`config.mk`:
```
export PLATFORM = sky130hd
export DESIGN_NAME = gcsl_glue
export DESIGN_NICKNAME = d
export VERILOG_FILES = /design/src/gcsl_pkg.sv /design/src/gcsl_glue.sv /design/src/gcsl_sync.sv /design/src/gcsl_tick_div.sv
export VERILOG_INCLUDE_DIRS = /design/src
export SDC_FILE = /design/constraint.sdc
export NUM_CORES = 1
export LEC_CHECK = 0
export BUFFER_PORTS_ARGS = -buffer_cell sky130_fd_sc_hd__buf_4
export CORE_AREA = 4 4 144 146
export CTS_BUF_LIST = sky130_fd_sc_hd__clkbuf_8 sky130_fd_sc_hd__clkbuf_16
export DETAILED_ROUTE_END_ITERATION = 7
export DIE_AREA = 0 0 148 150
export PLACE_DENSITY = 0.51
export SLEW_MARGIN = 20
export SYNTH_ARGS = -nofsm -noshare
export SYNTH_HDL_FRONTEND = slang
export SYNTH_SLANG_ARGS = --single-unit
```
`constraint.sdc`:
```
create_clock -name clk_sys -period 4.2 [get_ports clk_sys]
set_input_delay 1.26 -clock clk_sys [delete_from_list [all_inputs] [get_ports clk_sys]]
set_output_delay 1.26 -clock clk_sys [all_outputs]
set_load 0.01 [all_outputs]
```
`src/gcsl_defs.svh`:
```
// constants of the system support glue block: port addresses, bit positions,
// memory windows and clock ratios; included by the package and the glue module
`ifndef GCSL_DEFS_SVH
`define GCSL_DEFS_SVH

// i/o ports that live inside the device
`define GCSL_IO_DMA_LO 16'h0000
`define GCSL_IO_DMA_HI 16'h000f
`define GCSL_IO_IMASK 16'h0021
`define GCSL_IO_TMR_LO 16'h0040
`define GCSL_IO_TMR_HI 16'h0043
`define GCSL_IO_PORTA 16'h0060
`define GCSL_IO_PORTB 16'h0061
`define GCSL_IO_PORTC 16'h0062
`define GCSL_IO_PPI_HI 16'h0063
`define GCSL_IO_PAGE_LO 16'h0081
`define GCSL_IO_PAGE_HI 16'h0083
`define GCSL_IO_NMI 16'h00a0
`define GCSL_IO_PRT_LO 16'h0378
`define GCSL_IO_PRT_HI 16'h037f
`define GCSL_IO_FDC 16'h03f0
`define GCSL_IO_FDO 16'h03f2
`define GCSL_IO_FD_MASK 16'hfffa

// register bits
`define GCSL_PB_SPK 1
`define GCSL_PB_KBLOCK 6
`define GCSL_PB_KBCLR 7
`define GCSL_PC_SPKFB 4
`define GCSL_FDO_SEL0 0
`define GCSL_FDO_SEL1 1
`define GCSL_FDO_MOT0 4
`define GCSL_FDO_MOT1 5
`define GCSL_PB_RST 8'h00
`define GCSL_FDO_RST 8'h00
`define GCSL_IMASK_RST 8'hff
`define GCSL_FDC_IRQ 6

// memory windows
`define GCSL_BANK0_HI 20'h3ffff
`define GCSL_BANK1_HI 20'h7ffff
`define GCSL_BANK2_HI 20'h9ffff
`define GCSL_ROM0_LO 20'hf0000
`define GCSL_ROM1_LO 20'hf8000

// keyboard frame: start bit then eight data bits
`define GCSL_KBD_BITS 4'h9

// floppy write clock from the 16 mhz pin
`define GCSL_FIN_KHZ 16000
`define GCSL_WCLK_KHZ 500
`define GCSL_WCLK_HALF ((`GCSL_FIN_KHZ / `GCSL_WCLK_KHZ) / 2)

`endif

```
`src/gcsl_pkg.sv`:
```
// types shared by the glue modules
// assumes gcsl_defs.svh is reachable on the include path
package gcsl_pkg;
  `include "gcsl_defs.svh"

  typedef enum logic [0:0] {GCSL_DMA_IDLE, GCSL_DMA_GRANT} gcsl_dma_st_t;

  typedef struct packed {
    logic [7:0] port_b;
    logic [7:0] fdo;
    logic [7:0] imask;
    logic [7:0] kbd_shift;
    logic [7:0] kbd_data;
    logic [3:0] kbd_cnt;
    logic kbd_irq;
    logic keyboard_shift_clock_d;
    logic fint_flag;
    logic fint_d;
    logic freq_flag;
    logic freq_d;
    logic rd_d;
    logic wr_d;
    logic c16_d;
    gcsl_dma_st_t dma_st;
    logic [3:1] dack;
    logic owned;
    logic tc;
    logic [7:0] dout;
    logic doe_b;
    logic cpu_rdy;
    logic dma_rdy;
    logic intr;
    logic cras;
    logic [2:0] ras;
    logic [1:0] roe;
    logic [3:0] strb;
    logic ebuf_en;
    logic ebuf_dir;
    logic mbuf_en;
    logic spk_tone;
    logic spk_gate;
    logic motor;
    logic [1:0] dsel;
    logic fclk;
    logic side;
    logic wclk;
  } gcsl_state_t;
endpackage

```
`src/gcsl_glue.sv`:
```
// system support glue: interrupt gathering, dram/rom decode, bus strobes, dma handshake,
// keyboard capture, speaker and floppy support signals.
// assumes bus status and all pins are asynchronous to clk_sys; the timer,
// dma and floppy cores sit outside and reach this block through plain pins.
`timescale 1ns/1ns
`include "gcsl_defs.svh"
module gcsl_glue (
  input wire logic clk_sys,
  input wire logic rst_b,
  input wire logic [19:0] bus_addr,
  input wire logic [7:0] bus_data_in,
  input wire logic cyc_mem,
  input wire logic cyc_io,
  input wire logic cyc_rd,
  input wire logic cyc_wr,
  input wire logic cyc_refresh,
  input wire logic io_ready_in,
  input wire logic channel_ready_in,
  input wire logic [7:2] ext_irq,
  input wire logic timer_out0,
  input wire logic timer_out2,
  input wire logic [3:1] dma_request_lines,
  input wire logic dma_last_transfer,
  input wire logic keyboard_serial_in,
  input wire logic keyboard_shift_clock,
  input wire logic speaker_feedback_in,
  input wire logic fdc_int_in,
  input wire logic fdc_dma_in,
  input wire logic fdc_head_in,
  input wire logic clk16_in,
  output logic [7:0] bus_data_out,
  output logic bus_data_oe_b,
  output logic cpu_ready,
  output logic dma_ready,
  output logic intr_req,
  output logic common_row_strobe,
  output logic bank0_row_strobe,
  output logic bank1_row_strobe,
  output logic bank2_row_strobe,
  output logic rom_low_read_enable,
  output logic rom_high_read_enable,
  output logic io_read_strobe,
  output logic io_write_strobe,
  output logic mem_read_strobe,
  output logic mem_write_strobe,
  output logic [3:1] dma_acknowledge_lines,
  output logic dma_bus_owned,
  output logic terminal_count_out,
  output logic keyboard_interrupt_req,
  output logic speaker_tone,
  output logic speaker_gate,
  output logic ext_buffer_enable,
  output logic ext_buffer_direction,
  output logic mem_buffer_enable,
  output logic spindle_motor_on,
  output logic drive_select_one,
  output logic drive_select_two,
  output logic floppy_ctrl_clock,
  output logic head_side_select,
  output logic floppy_dma_request,
  output logic floppy_write_clock
);
  import gcsl_pkg::*;

  gcsl_pkg::gcsl_state_t st_r, st_nxt;
  logic [32:0] bus_s;
  logic [20:0] misc_s;
  logic [19:0] a;
  logic [15:0] ioa;
  logic [7:0] din;
  logic s_mem, s_io, s_rd, s_wr, s_ref;
  logic s_iordy, s_chrdy, s_t0, s_t2, s_dlast, s_kdat, s_kclk, s_spk, s_fint, s_freq, s_fhead, s_c16;
  logic [7:2] s_irq;
  logic [3:1] s_dreq;
  logic wclk_tick;

  // every pin but clk_sys and rst_b passes two flops before use
  gcsl_sync #(.W(33)) u_bus_sync (
    .clk_sys(clk_sys),
    .rst_b(rst_b),
    .d({bus_addr, bus_data_in, cyc_mem, cyc_io, cyc_rd, cyc_wr, cyc_refresh}),
    .q(bus_s)
  );

  gcsl_sync #(.W(21)) u_misc_sync (
    .clk_sys(clk_sys),
    .rst_b(rst_b),
    .d({io_ready_in, channel_ready_in, ext_irq, timer_out0, timer_out2, dma_request_lines,
        dma_last_transfer, keyboard_serial_in, keyboard_shift_clock, speaker_feedback_in,
        fdc_int_in, fdc_dma_in, fdc_head_in, clk16_in}),
    .q(misc_s)
  );

  assign {a, din, s_mem, s_io, s_rd, s_wr, s_ref} = bus_s;
  assign {s_iordy, s_chrdy, s_irq, s_t0, s_t2, s_dreq, s_dlast, s_kdat, s_kclk, s_spk,
          s_fint, s_freq, s_fhead, s_c16} = misc_s;
  assign ioa = a[15:0];

  // write clock half-periods counted in 16 mhz edges
  gcsl_tick_div #(.N(`GCSL_WCLK_HALF)) u_wclk_div (
    .clk_sys(clk_sys),
    .rst_b(rst_b),
    .en_in(s_c16 && !st_r.c16_d),
    .tick(wclk_tick)
  );

  // any port that this device answers itself
  function automatic logic gcsl_internal_io(input logic [15:0] p);
    gcsl_internal_io = (p <= `GCSL_IO_DMA_HI) || (p == `GCSL_IO_IMASK) ||
      (p >= `GCSL_IO_TMR_LO && p <= `GCSL_IO_TMR_HI) ||
      (p >= `GCSL_IO_PORTA && p <= `GCSL_IO_PPI_HI) ||
      (p >= `GCSL_IO_PAGE_LO && p <= `GCSL_IO_PAGE_HI) || (p == `GCSL_IO_NMI) ||
      (p >= `GCSL_IO_PRT_LO && p <= `GCSL_IO_PRT_HI) ||
      ((p & `GCSL_IO_FD_MASK) == `GCSL_IO_FDC) || ((p & `GCSL_IO_FD_MASK) == `GCSL_IO_FDO);
  endfunction

  // whole next state; outputs are fields of it so every output is a flop
  always_comb begin
    logic io_wr_go, io_rd_int, kfall, cpu_cyc, any_cyc;
    logic [3:1] reqs;
    logic [7:0] lvl;
    reqs = '0;
    lvl = '0;
    io_wr_go = s_io && s_wr && !st_r.wr_d && !st_r.owned;
    io_rd_int = s_io && s_rd && !st_r.owned && gcsl_internal_io(ioa);
    kfall = st_r.keyboard_shift_clock_d && !s_kclk;
    any_cyc = s_mem || s_io || s_ref;
    cpu_cyc = any_cyc && !st_r.owned;
    st_nxt = st_r;
    st_nxt.rd_d = s_io && s_rd;
    st_nxt.wr_d = s_io && s_wr;
    st_nxt.keyboard_shift_clock_d = s_kclk;
    st_nxt.fint_d = s_fint;
    st_nxt.freq_d = s_freq;
    st_nxt.c16_d = s_c16;

    // register writes, taken on the leading edge of the cpu write strobe
    if (io_wr_go) begin
      if (ioa == `GCSL_IO_PORTB) begin
        st_nxt.port_b = din;
      end
      if (ioa == `GCSL_IO_IMASK) begin
        st_nxt.imask = din;
      end
      if ((ioa & `GCSL_IO_FD_MASK) == `GCSL_IO_FDO) begin
        st_nxt.fdo = din;
      end
    end

    // register reads drive the data pins while the read stands
    st_nxt.doe_b = !(io_rd_int && (ioa == `GCSL_IO_PORTA || ioa == `GCSL_IO_PORTB ||
                     ioa == `GCSL_IO_PORTC || ioa == `GCSL_IO_IMASK));
    case (ioa)
      `GCSL_IO_PORTA: st_nxt.dout = st_r.kbd_data;
      `GCSL_IO_PORTB: st_nxt.dout = st_r.port_b;
      `GCSL_IO_PORTC: st_nxt.dout = 8'(s_spk) << `GCSL_PC_SPKFB;
      `GCSL_IO_IMASK: st_nxt.dout = st_r.imask;
      default: st_nxt.dout = 8'h00;
    endcase

    // keyboard capture; lsb first after the start bit, frozen while blocked or full
    if (kfall && !st_r.port_b[`GCSL_PB_KBLOCK] && !st_r.kbd_irq) begin
      st_nxt.kbd_shift = {s_kdat, st_r.kbd_shift[7:1]};
      if (st_r.kbd_cnt == `GCSL_KBD_BITS - 4'h1) begin
        st_nxt.kbd_cnt = 4'h0;
        st_nxt.kbd_data = {s_kdat, st_r.kbd_shift[7:1]};
      end else begin
        st_nxt.kbd_cnt = st_r.kbd_cnt + 4'h1;
      end
    end
    // the clear falls on a clock edge; a completing byte wins over it
    if (st_r.port_b[`GCSL_PB_KBCLR]) begin
      st_nxt.kbd_irq = 1'b0;
      st_nxt.kbd_cnt = 4'h0;
    end
    if (kfall && !st_r.port_b[`GCSL_PB_KBLOCK] && !st_r.kbd_irq &&
        st_r.kbd_cnt == `GCSL_KBD_BITS - 4'h1) begin
      st_nxt.kbd_irq = 1'b1;
    end

    // floppy interrupt latched on its rising edge, cleared by controller access
    if (s_io && (s_rd || s_wr) && !st_r.owned && (ioa & `GCSL_IO_FD_MASK) == `GCSL_IO_FDC) begin
      st_nxt.fint_flag = 1'b0;
    end
    if (s_fint && !st_r.fint_d) begin
      st_nxt.fint_flag = 1'b1;
    end

    // floppy dma request, dropped when channel two is acknowledged
    if (st_r.dack[2]) begin
      st_nxt.freq_flag = 1'b0;
    end
    if (s_freq && !st_r.freq_d) begin
      st_nxt.freq_flag = 1'b1;
    end

    // interrupt levels through the mask
    lvl = {s_irq[7], s_irq[6] || st_r.fint_flag, s_irq[5:2], st_r.kbd_irq, s_t0};
    st_nxt.intr = |(lvl & ~st_r.imask);

    // dma arbiter: lowest channel first, only between bus cycles
    reqs = {s_dreq[3], s_dreq[2] || st_r.freq_flag, s_dreq[1]};
    case (st_r.dma_st)
      GCSL_DMA_IDLE: begin
        if (|reqs && !any_cyc) begin
          st_nxt.dma_st = GCSL_DMA_GRANT;
          st_nxt.owned = 1'b1;
          st_nxt.dack = reqs[1] ? 3'b001 : (reqs[2] ? 3'b010 : 3'b100);
        end
      end
      GCSL_DMA_GRANT: begin
        if (!(|(reqs & st_r.dack)) || st_r.tc) begin
          st_nxt.dma_st = GCSL_DMA_IDLE;
          st_nxt.owned = 1'b0;
          st_nxt.dack = 3'b000;
        end
      end
      default: begin
        st_nxt.dma_st = GCSL_DMA_IDLE;
        st_nxt.owned = 1'b0;
        st_nxt.dack = 3'b000;
      end
    endcase
    st_nxt.tc = st_r.owned && s_dlast && !st_r.tc;

    // ready: low while either ready pin is low
    st_nxt.cpu_rdy = cpu_cyc && s_iordy && s_chrdy;
    st_nxt.dma_rdy = st_r.owned && any_cyc && s_iordy && s_chrdy;

    // memory decode, registered so it moves only on clock edges
    st_nxt.cras = s_mem || s_ref;
    st_nxt.ras[0] = s_ref || (s_mem && a <= `GCSL_BANK0_HI);
    st_nxt.ras[1] = s_ref || (s_mem && a > `GCSL_BANK0_HI && a <= `GCSL_BANK1_HI);
    st_nxt.ras[2] = s_ref || (s_mem && a > `GCSL_BANK1_HI && a <= `GCSL_BANK2_HI);
    st_nxt.roe[0] = s_mem && s_rd && !s_ref && a >= `GCSL_ROM0_LO && a < `GCSL_ROM1_LO;
    st_nxt.roe[1] = s_mem && s_rd && !s_ref && a >= `GCSL_ROM1_LO;
    st_nxt.mbuf_en = s_mem && !s_ref && a <= `GCSL_BANK2_HI;
    st_nxt.strb = {s_io && s_rd, s_io && s_wr, s_mem && s_rd, s_mem && s_wr};

    // external buffer: off only for cpu reads of our own ports
    st_nxt.ebuf_en = !io_rd_int;
    st_nxt.ebuf_dir = !(s_rd && !st_r.owned);

    // speaker and floppy support pins
    st_nxt.spk_tone = s_t2;
    st_nxt.spk_gate = st_r.port_b[`GCSL_PB_SPK];
    st_nxt.motor = st_r.fdo[`GCSL_FDO_MOT0] || st_r.fdo[`GCSL_FDO_MOT1];
    st_nxt.dsel[0] = st_r.fdo[`GCSL_FDO_MOT0] && !st_r.fdo[`GCSL_FDO_SEL1] &&
                     !st_r.fdo[`GCSL_FDO_SEL0];
    st_nxt.dsel[1] = st_r.fdo[`GCSL_FDO_MOT1] && st_r.fdo[`GCSL_FDO_SEL0] &&
                     !st_r.fdo[`GCSL_FDO_SEL1];
    st_nxt.side = s_fhead;
    if (s_c16 && !st_r.c16_d) begin
      st_nxt.fclk = !st_r.fclk;
    end
    if (wclk_tick) begin
      st_nxt.wclk = !st_r.wclk;
    end
  end

  // mask comes up all set so nothing interrupts before software opens it
  always_ff @(posedge clk_sys or negedge rst_b) begin
    if (!rst_b) begin
      st_r <= '0;
      st_r.port_b <= `GCSL_PB_RST;
      st_r.fdo <= `GCSL_FDO_RST;
      st_r.imask <= `GCSL_IMASK_RST;
      st_r.doe_b <= 1'b1;
      st_r.ebuf_en <= 1'b1;
      st_r.ebuf_dir <= 1'b1;
      st_r.dma_st <= GCSL_DMA_IDLE;
    end else begin
      st_r <= st_nxt;
    end
  end

  assign bus_data_out = st_r.dout;
  assign bus_data_oe_b = st_r.doe_b;
  assign cpu_ready = st_r.cpu_rdy;
  assign dma_ready = st_r.dma_rdy;
  assign intr_req = st_r.intr;
  assign common_row_strobe = st_r.cras;
  assign {bank2_row_strobe, bank1_row_strobe, bank0_row_strobe} = st_r.ras;
  assign {rom_high_read_enable, rom_low_read_enable} = st_r.roe;
  assign {io_read_strobe, io_write_strobe, mem_read_strobe, mem_write_strobe} = st_r.strb;
  assign dma_acknowledge_lines = st_r.dack;
  assign dma_bus_owned = st_r.owned;
  assign terminal_count_out = st_r.tc;
  assign keyboard_interrupt_req = st_r.kbd_irq;
  assign speaker_tone = st_r.spk_tone;
  assign speaker_gate = st_r.spk_gate;
  assign ext_buffer_enable = st_r.ebuf_en;
  assign ext_buffer_direction = st_r.ebuf_dir;
  assign mem_buffer_enable = st_r.mbuf_en;
  assign spindle_motor_on = st_r.motor;
  assign {drive_select_two, drive_select_one} = st_r.dsel;
  assign floppy_ctrl_clock = st_r.fclk;
  assign head_side_select = st_r.side;
  assign floppy_dma_request = st_r.freq_flag;
  assign floppy_write_clock = st_r.wclk;
endmodule

```
`src/gcsl_sync.sv`:
```
// two-flop synchroniser for a group of pins
// assumes the pins are stable levels relative to the sampling clock
`timescale 1ns/1ns
module gcsl_sync #(
  parameter int W = 1
) (
  input wire logic clk_sys,
  input wire logic rst_b,
  input wire logic [W-1:0] d,
  output logic [W-1:0] q
);
  typedef struct packed {
    logic [W-1:0] meta;
    logic [W-1:0] sync;
  } gcsl_sync_st_t;

  gcsl_sync_st_t st_r, st_nxt;

  // first stage feeds only the second stage
  always_comb begin
    st_nxt.meta = d;
    st_nxt.sync = st_r.meta;
  end

  always_ff @(posedge clk_sys or negedge rst_b) begin
    if (!rst_b) begin
      st_r <= '0;
    end else begin
      st_r <= st_nxt;
    end
  end

  assign q = st_r.sync;
endmodule

```
`src/gcsl_tick_div.sv`:
```
// enable-pulse divider: one tick every n input enables
// assumes en_in is a one-cycle pulse on clk_sys
`timescale 1ns/1ns
module gcsl_tick_div #(
  parameter int N = 2
) (
  input wire logic clk_sys,
  input wire logic rst_b,
  input wire logic en_in,
  output logic tick
);
  typedef struct packed {
    logic [7:0] cnt;
    logic tick;
  } gcsl_div_st_t;

  localparam logic [7:0] LAST = 8'(N - 1);

  gcsl_div_st_t st_r, st_nxt;

  // count enables, wrap and pulse on the last one
  always_comb begin
    st_nxt = st_r;
    st_nxt.tick = 1'b0;
    if (en_in) begin
      if (st_r.cnt == LAST) begin
        st_nxt.cnt = 8'h00;
        st_nxt.tick = 1'b1;
      end else begin
        st_nxt.cnt = st_r.cnt + 8'h01;
      end
    end
  end

  always_ff @(posedge clk_sys or negedge rst_b) begin
    if (!rst_b) begin
      st_r <= '0;
    end else begin
      st_r <= st_nxt;
    end
  end

  assign tick = st_r.tick;
endmodule

```
==> metrics.txt <==
run status finished, final reports clean; detailed-route wire length about 13,000 um; Final min period 2.391 ns; via count 3,697; sequential power share 0.492; placed cells approximately 790; Cells after Synth ~450; vias per cell between 4 and 5; Post-synth ARST share 1.000; CTS max path bufs 3; final instance area approximately 8400 um^2; Synth Cell Area 6691 um^2; P_leak approximately 0.0040 uW; Netlist cell types 54; Startpoint Class flop; RSZ-0062 raised after global routing false; Critical Path Start ext_buffer_enable; fin crit share 0.5693; simple-gate share of the synthesized area 0.1042; aggregate global-route resource usage 0.1192; VDD IR-drop max 299.8 uV; row cnt just over 50; crit path kind flop to output pin; critical path depth in cells 1; FILL cells between 1,500 and 2,000; adder-cell share of the synthesized area 0.005610; setup TNS 0 ns; # resized after CTS 0; Hold Fails Final Rpt 0; drt pass-1 iters 4; Internal 3567 uW; drt drc 0; die footprint 22,200 um^2; worst r2r path cells 3; CTS Root Cell clkbuf_16; antenna violations before repair 0; Compound-Gate Fraction of Synth Area 0.04731; final setup fails 0; Synthesized Nets just over 500; Seq/Total Area, Yosys 0.7575; Post-synth EDFFs 0; crit-path max FO 1; reg2reg start st_r[90]; layout cells sized above 1 0.3169; cts bufs inserted 23; DR iter-0 viols 180; Worst path max stage delay approximately 0.52 ns; global-route wire length before repair approximately 21,000 um; Vert. Die Dim ~150 um; number of global-route vias before repair 4,128; Max Freq approximately 420 MHz; main combinational cell family by area after synthesis simple AND/OR/NAND/NOR gates; Final ANT Viol Nets 0; Gate power share 0.086; WL/cell 15.11 um; Layout Nets 610; # Post-CTS Setup Buffers 0; Area growth syn-to-layout 26.18%; post-synthesis mux area share 0.05030; Worst Hold Slack around 0.35 ns; core area roughly 19,000 um^2; crit path to ext_buffer_enable; Clk Latency, worst-skew pair between 0.4 and 0.5 ns; Psw 1097 uW; RR Endpoint st_r[57]; Ys Warns 0; slowest CP cell dfstp_2; post-route insts no fill approximately 830; CP endpoint kind output pin; CP Data Arrival Time between 1 and 1.5 ns; CTS tree built; GRT Residual Overflow 0; Main synth FF type dfrtp_1; IO buf count 95; worst hold path class flop to flop; register area between 5000 and 6000 um^2; Sink Count between 200 and 250; critical path buffer and inverter count 1; Post-DP Area 7664 um^2; starting density of the core 0.3449; Final Max Slew Viols 0; Slew HR 0.4751; Ports 96; Clock power frac 0.422; CTS Hold Buffers Added 0; Pwr per Cell Area roughly 550 nW/um^2; MaxCap Viol Count 0; clock skew 0.009240 ns; fraction of synthesized cell area in xor and xnor cells 0.009162; Die X ~150 um; switch share 0.2352; Worst Max-Slew Pin Slew roughly 0.8 ns; n_diodes 0; Seq cells post-synth roughly 200; CTS clock-pin slew for the worst setup and hold paths roughly 0.060 ns; CP Data Required Time roughly 2.9 ns; H-tree levels 1; area of the multi-input gates ~1400 um^2; CP Cell Sequence buf_4; Routability Congestion 0.7463; DP Wirelength between 8000 and 9000 um; R2R Setup Slk around 2.0 ns; pin count of the biggest net entering global routing just over 90; Mapped Avg Cell Area 15.04 um^2; CP top delay family flip-flops
logic make-up (layout without fill, tap and decap cells):
logic type / after synthesis / count (layout)
AOI/OAI and AO/OA: 42 / 42
xor gates and xnor gates: 7 / 7
adders and majority gates: 3 / 3
buffers and inverters: 33 / 156
DFF: 202 / 202
muxes: 30 / 30
and+or+nand+nor: 128 / 128
state kept, by name (all words and copies together), names as in the netlist, 3 cells and up:
signal,flops
bus_data_out,8
dma_acknowledge_lines,3
st_r,44
u_bus_sync.q,33
u_bus_sync.st_nxt,33
u_misc_sync.q,21
u_misc_sync.st_nxt,21
u_wclk_div.st_r,8
routing by layer:
layer	vias to the layer above	GRT usage	part of all wire
met2	72	0.2003	0.50
met3	21	0.02211	0.038
li1	1737	-	-
met4	0	0.03834	0.020
met5	-	0	0
met1	1867	0.1577	0.44
power groups by stage:
stage	Clock (uW)	Combinational [uW]	Sequential [uW]
final	1970	400	2290
after global routing	2120	460	2320
after CTS	2030	414	2300
after detailed placement	0	411	2330
after global placement	0	392	2320
after floorplan	0	208	2290
stage by stage:
step                      power, uW  setup WS [ns]  utilization
final                          4664          1.809       0.4352
after global routing           4902          1.735       0.4352
after CTS                      4741          1.782       0.4352
after detailed placement       2739          1.899       0.3951
after global placement         2716          1.946       0.3951
after floorplan                2500          2.374            -
layout make-up:
type                    instances  area share
inverters                      16    0.007113
flip-flops and latches        202      0.6003
repair buffers                 98     0.08936
multi-input cells             210      0.1716
clock inverters                13     0.01437
well taps                     265     0.03927
clock buffers                  29     0.07795
layout by cell type (no fill, tap or decap), types with 3 or more instances in the layout:
cell type and instances:
dfrtp_1 191, buf_4 96, nand2_1 42, mux2_2 24
clkbuf_16 23, nor2_1 21, inv_1 20, dfstp_2 11
nor3_1 8, a221o_1 8, nand4_1 8, and2_1 7
o21ai_0 7, clkbuf_8 7, nor4_1 6, nand4b_1 5
a21oi_1 5, mux2_1 5, nand3_1 4, or2_2 4
xor2_1 4, clkinv_2 4, or3_1 3, nor2b_1 3
nor3b_1 3, a21o_1 3, o41ai_1 3, xnor2_1 3
ha_1 3, inv_6 3
how the worst min path moves through the flow:
stage / cells past startpoint / endpoint / start
after global routing: 0 / u_bus_sync.q[29] / u_bus_sync.st_nxt[29]
after CTS: 0 / u_bus_sync.q[32] / u_bus_sync.st_nxt[32]
after global placement: 0 / u_misc_sync.q[20] / u_misc_sync.st_nxt[20]
after floorplan: 0 / head_side_select / u_misc_sync.q[1]
after detailed placement: 0 / u_bus_sync.q[25] / u_bus_sync.st_nxt[25]
final: 0 / u_bus_sync.q[18] / u_bus_sync.st_nxt[18]
cells in the mapped netlist (all sizes together), types with 2 or more instances:
cell type,number,share of area
dfrtp,191,0.71
nand2,42,0.024
mux2,29,0.049
nor2,22,0.015
inv,16,0.0090
buf,14,0.015
dfstp,11,0.043
nor3,10,0.0099
a221o,8,0.012
nand4,8,0.0075
and2,7,0.0065
o21ai,7,0.0052
nor4,6,0.0056
a21oi,5,0.0037
nand4b,5,0.0065
or2,5,0.0047
nand3,4,0.0030
xor2,4,0.0052
a21o,3,0.0034
clkbuf,3,0.0017
ha,3,0.0056
nor2b,3,0.0028
nor3b,3,0.0034
o41ai,3,0.0039
or3,3,0.0028
xnor2,3,0.0039
a22oi,2,0.0022
and3b,2,0.0026
and4,2,0.0028
nor4b,2,0.0026
o211ai,2,0.0022
o21bai,2,0.0022
o22ai,2,0.0019
o31ai,2,0.0022
Power figures use the tool's default switching activity.
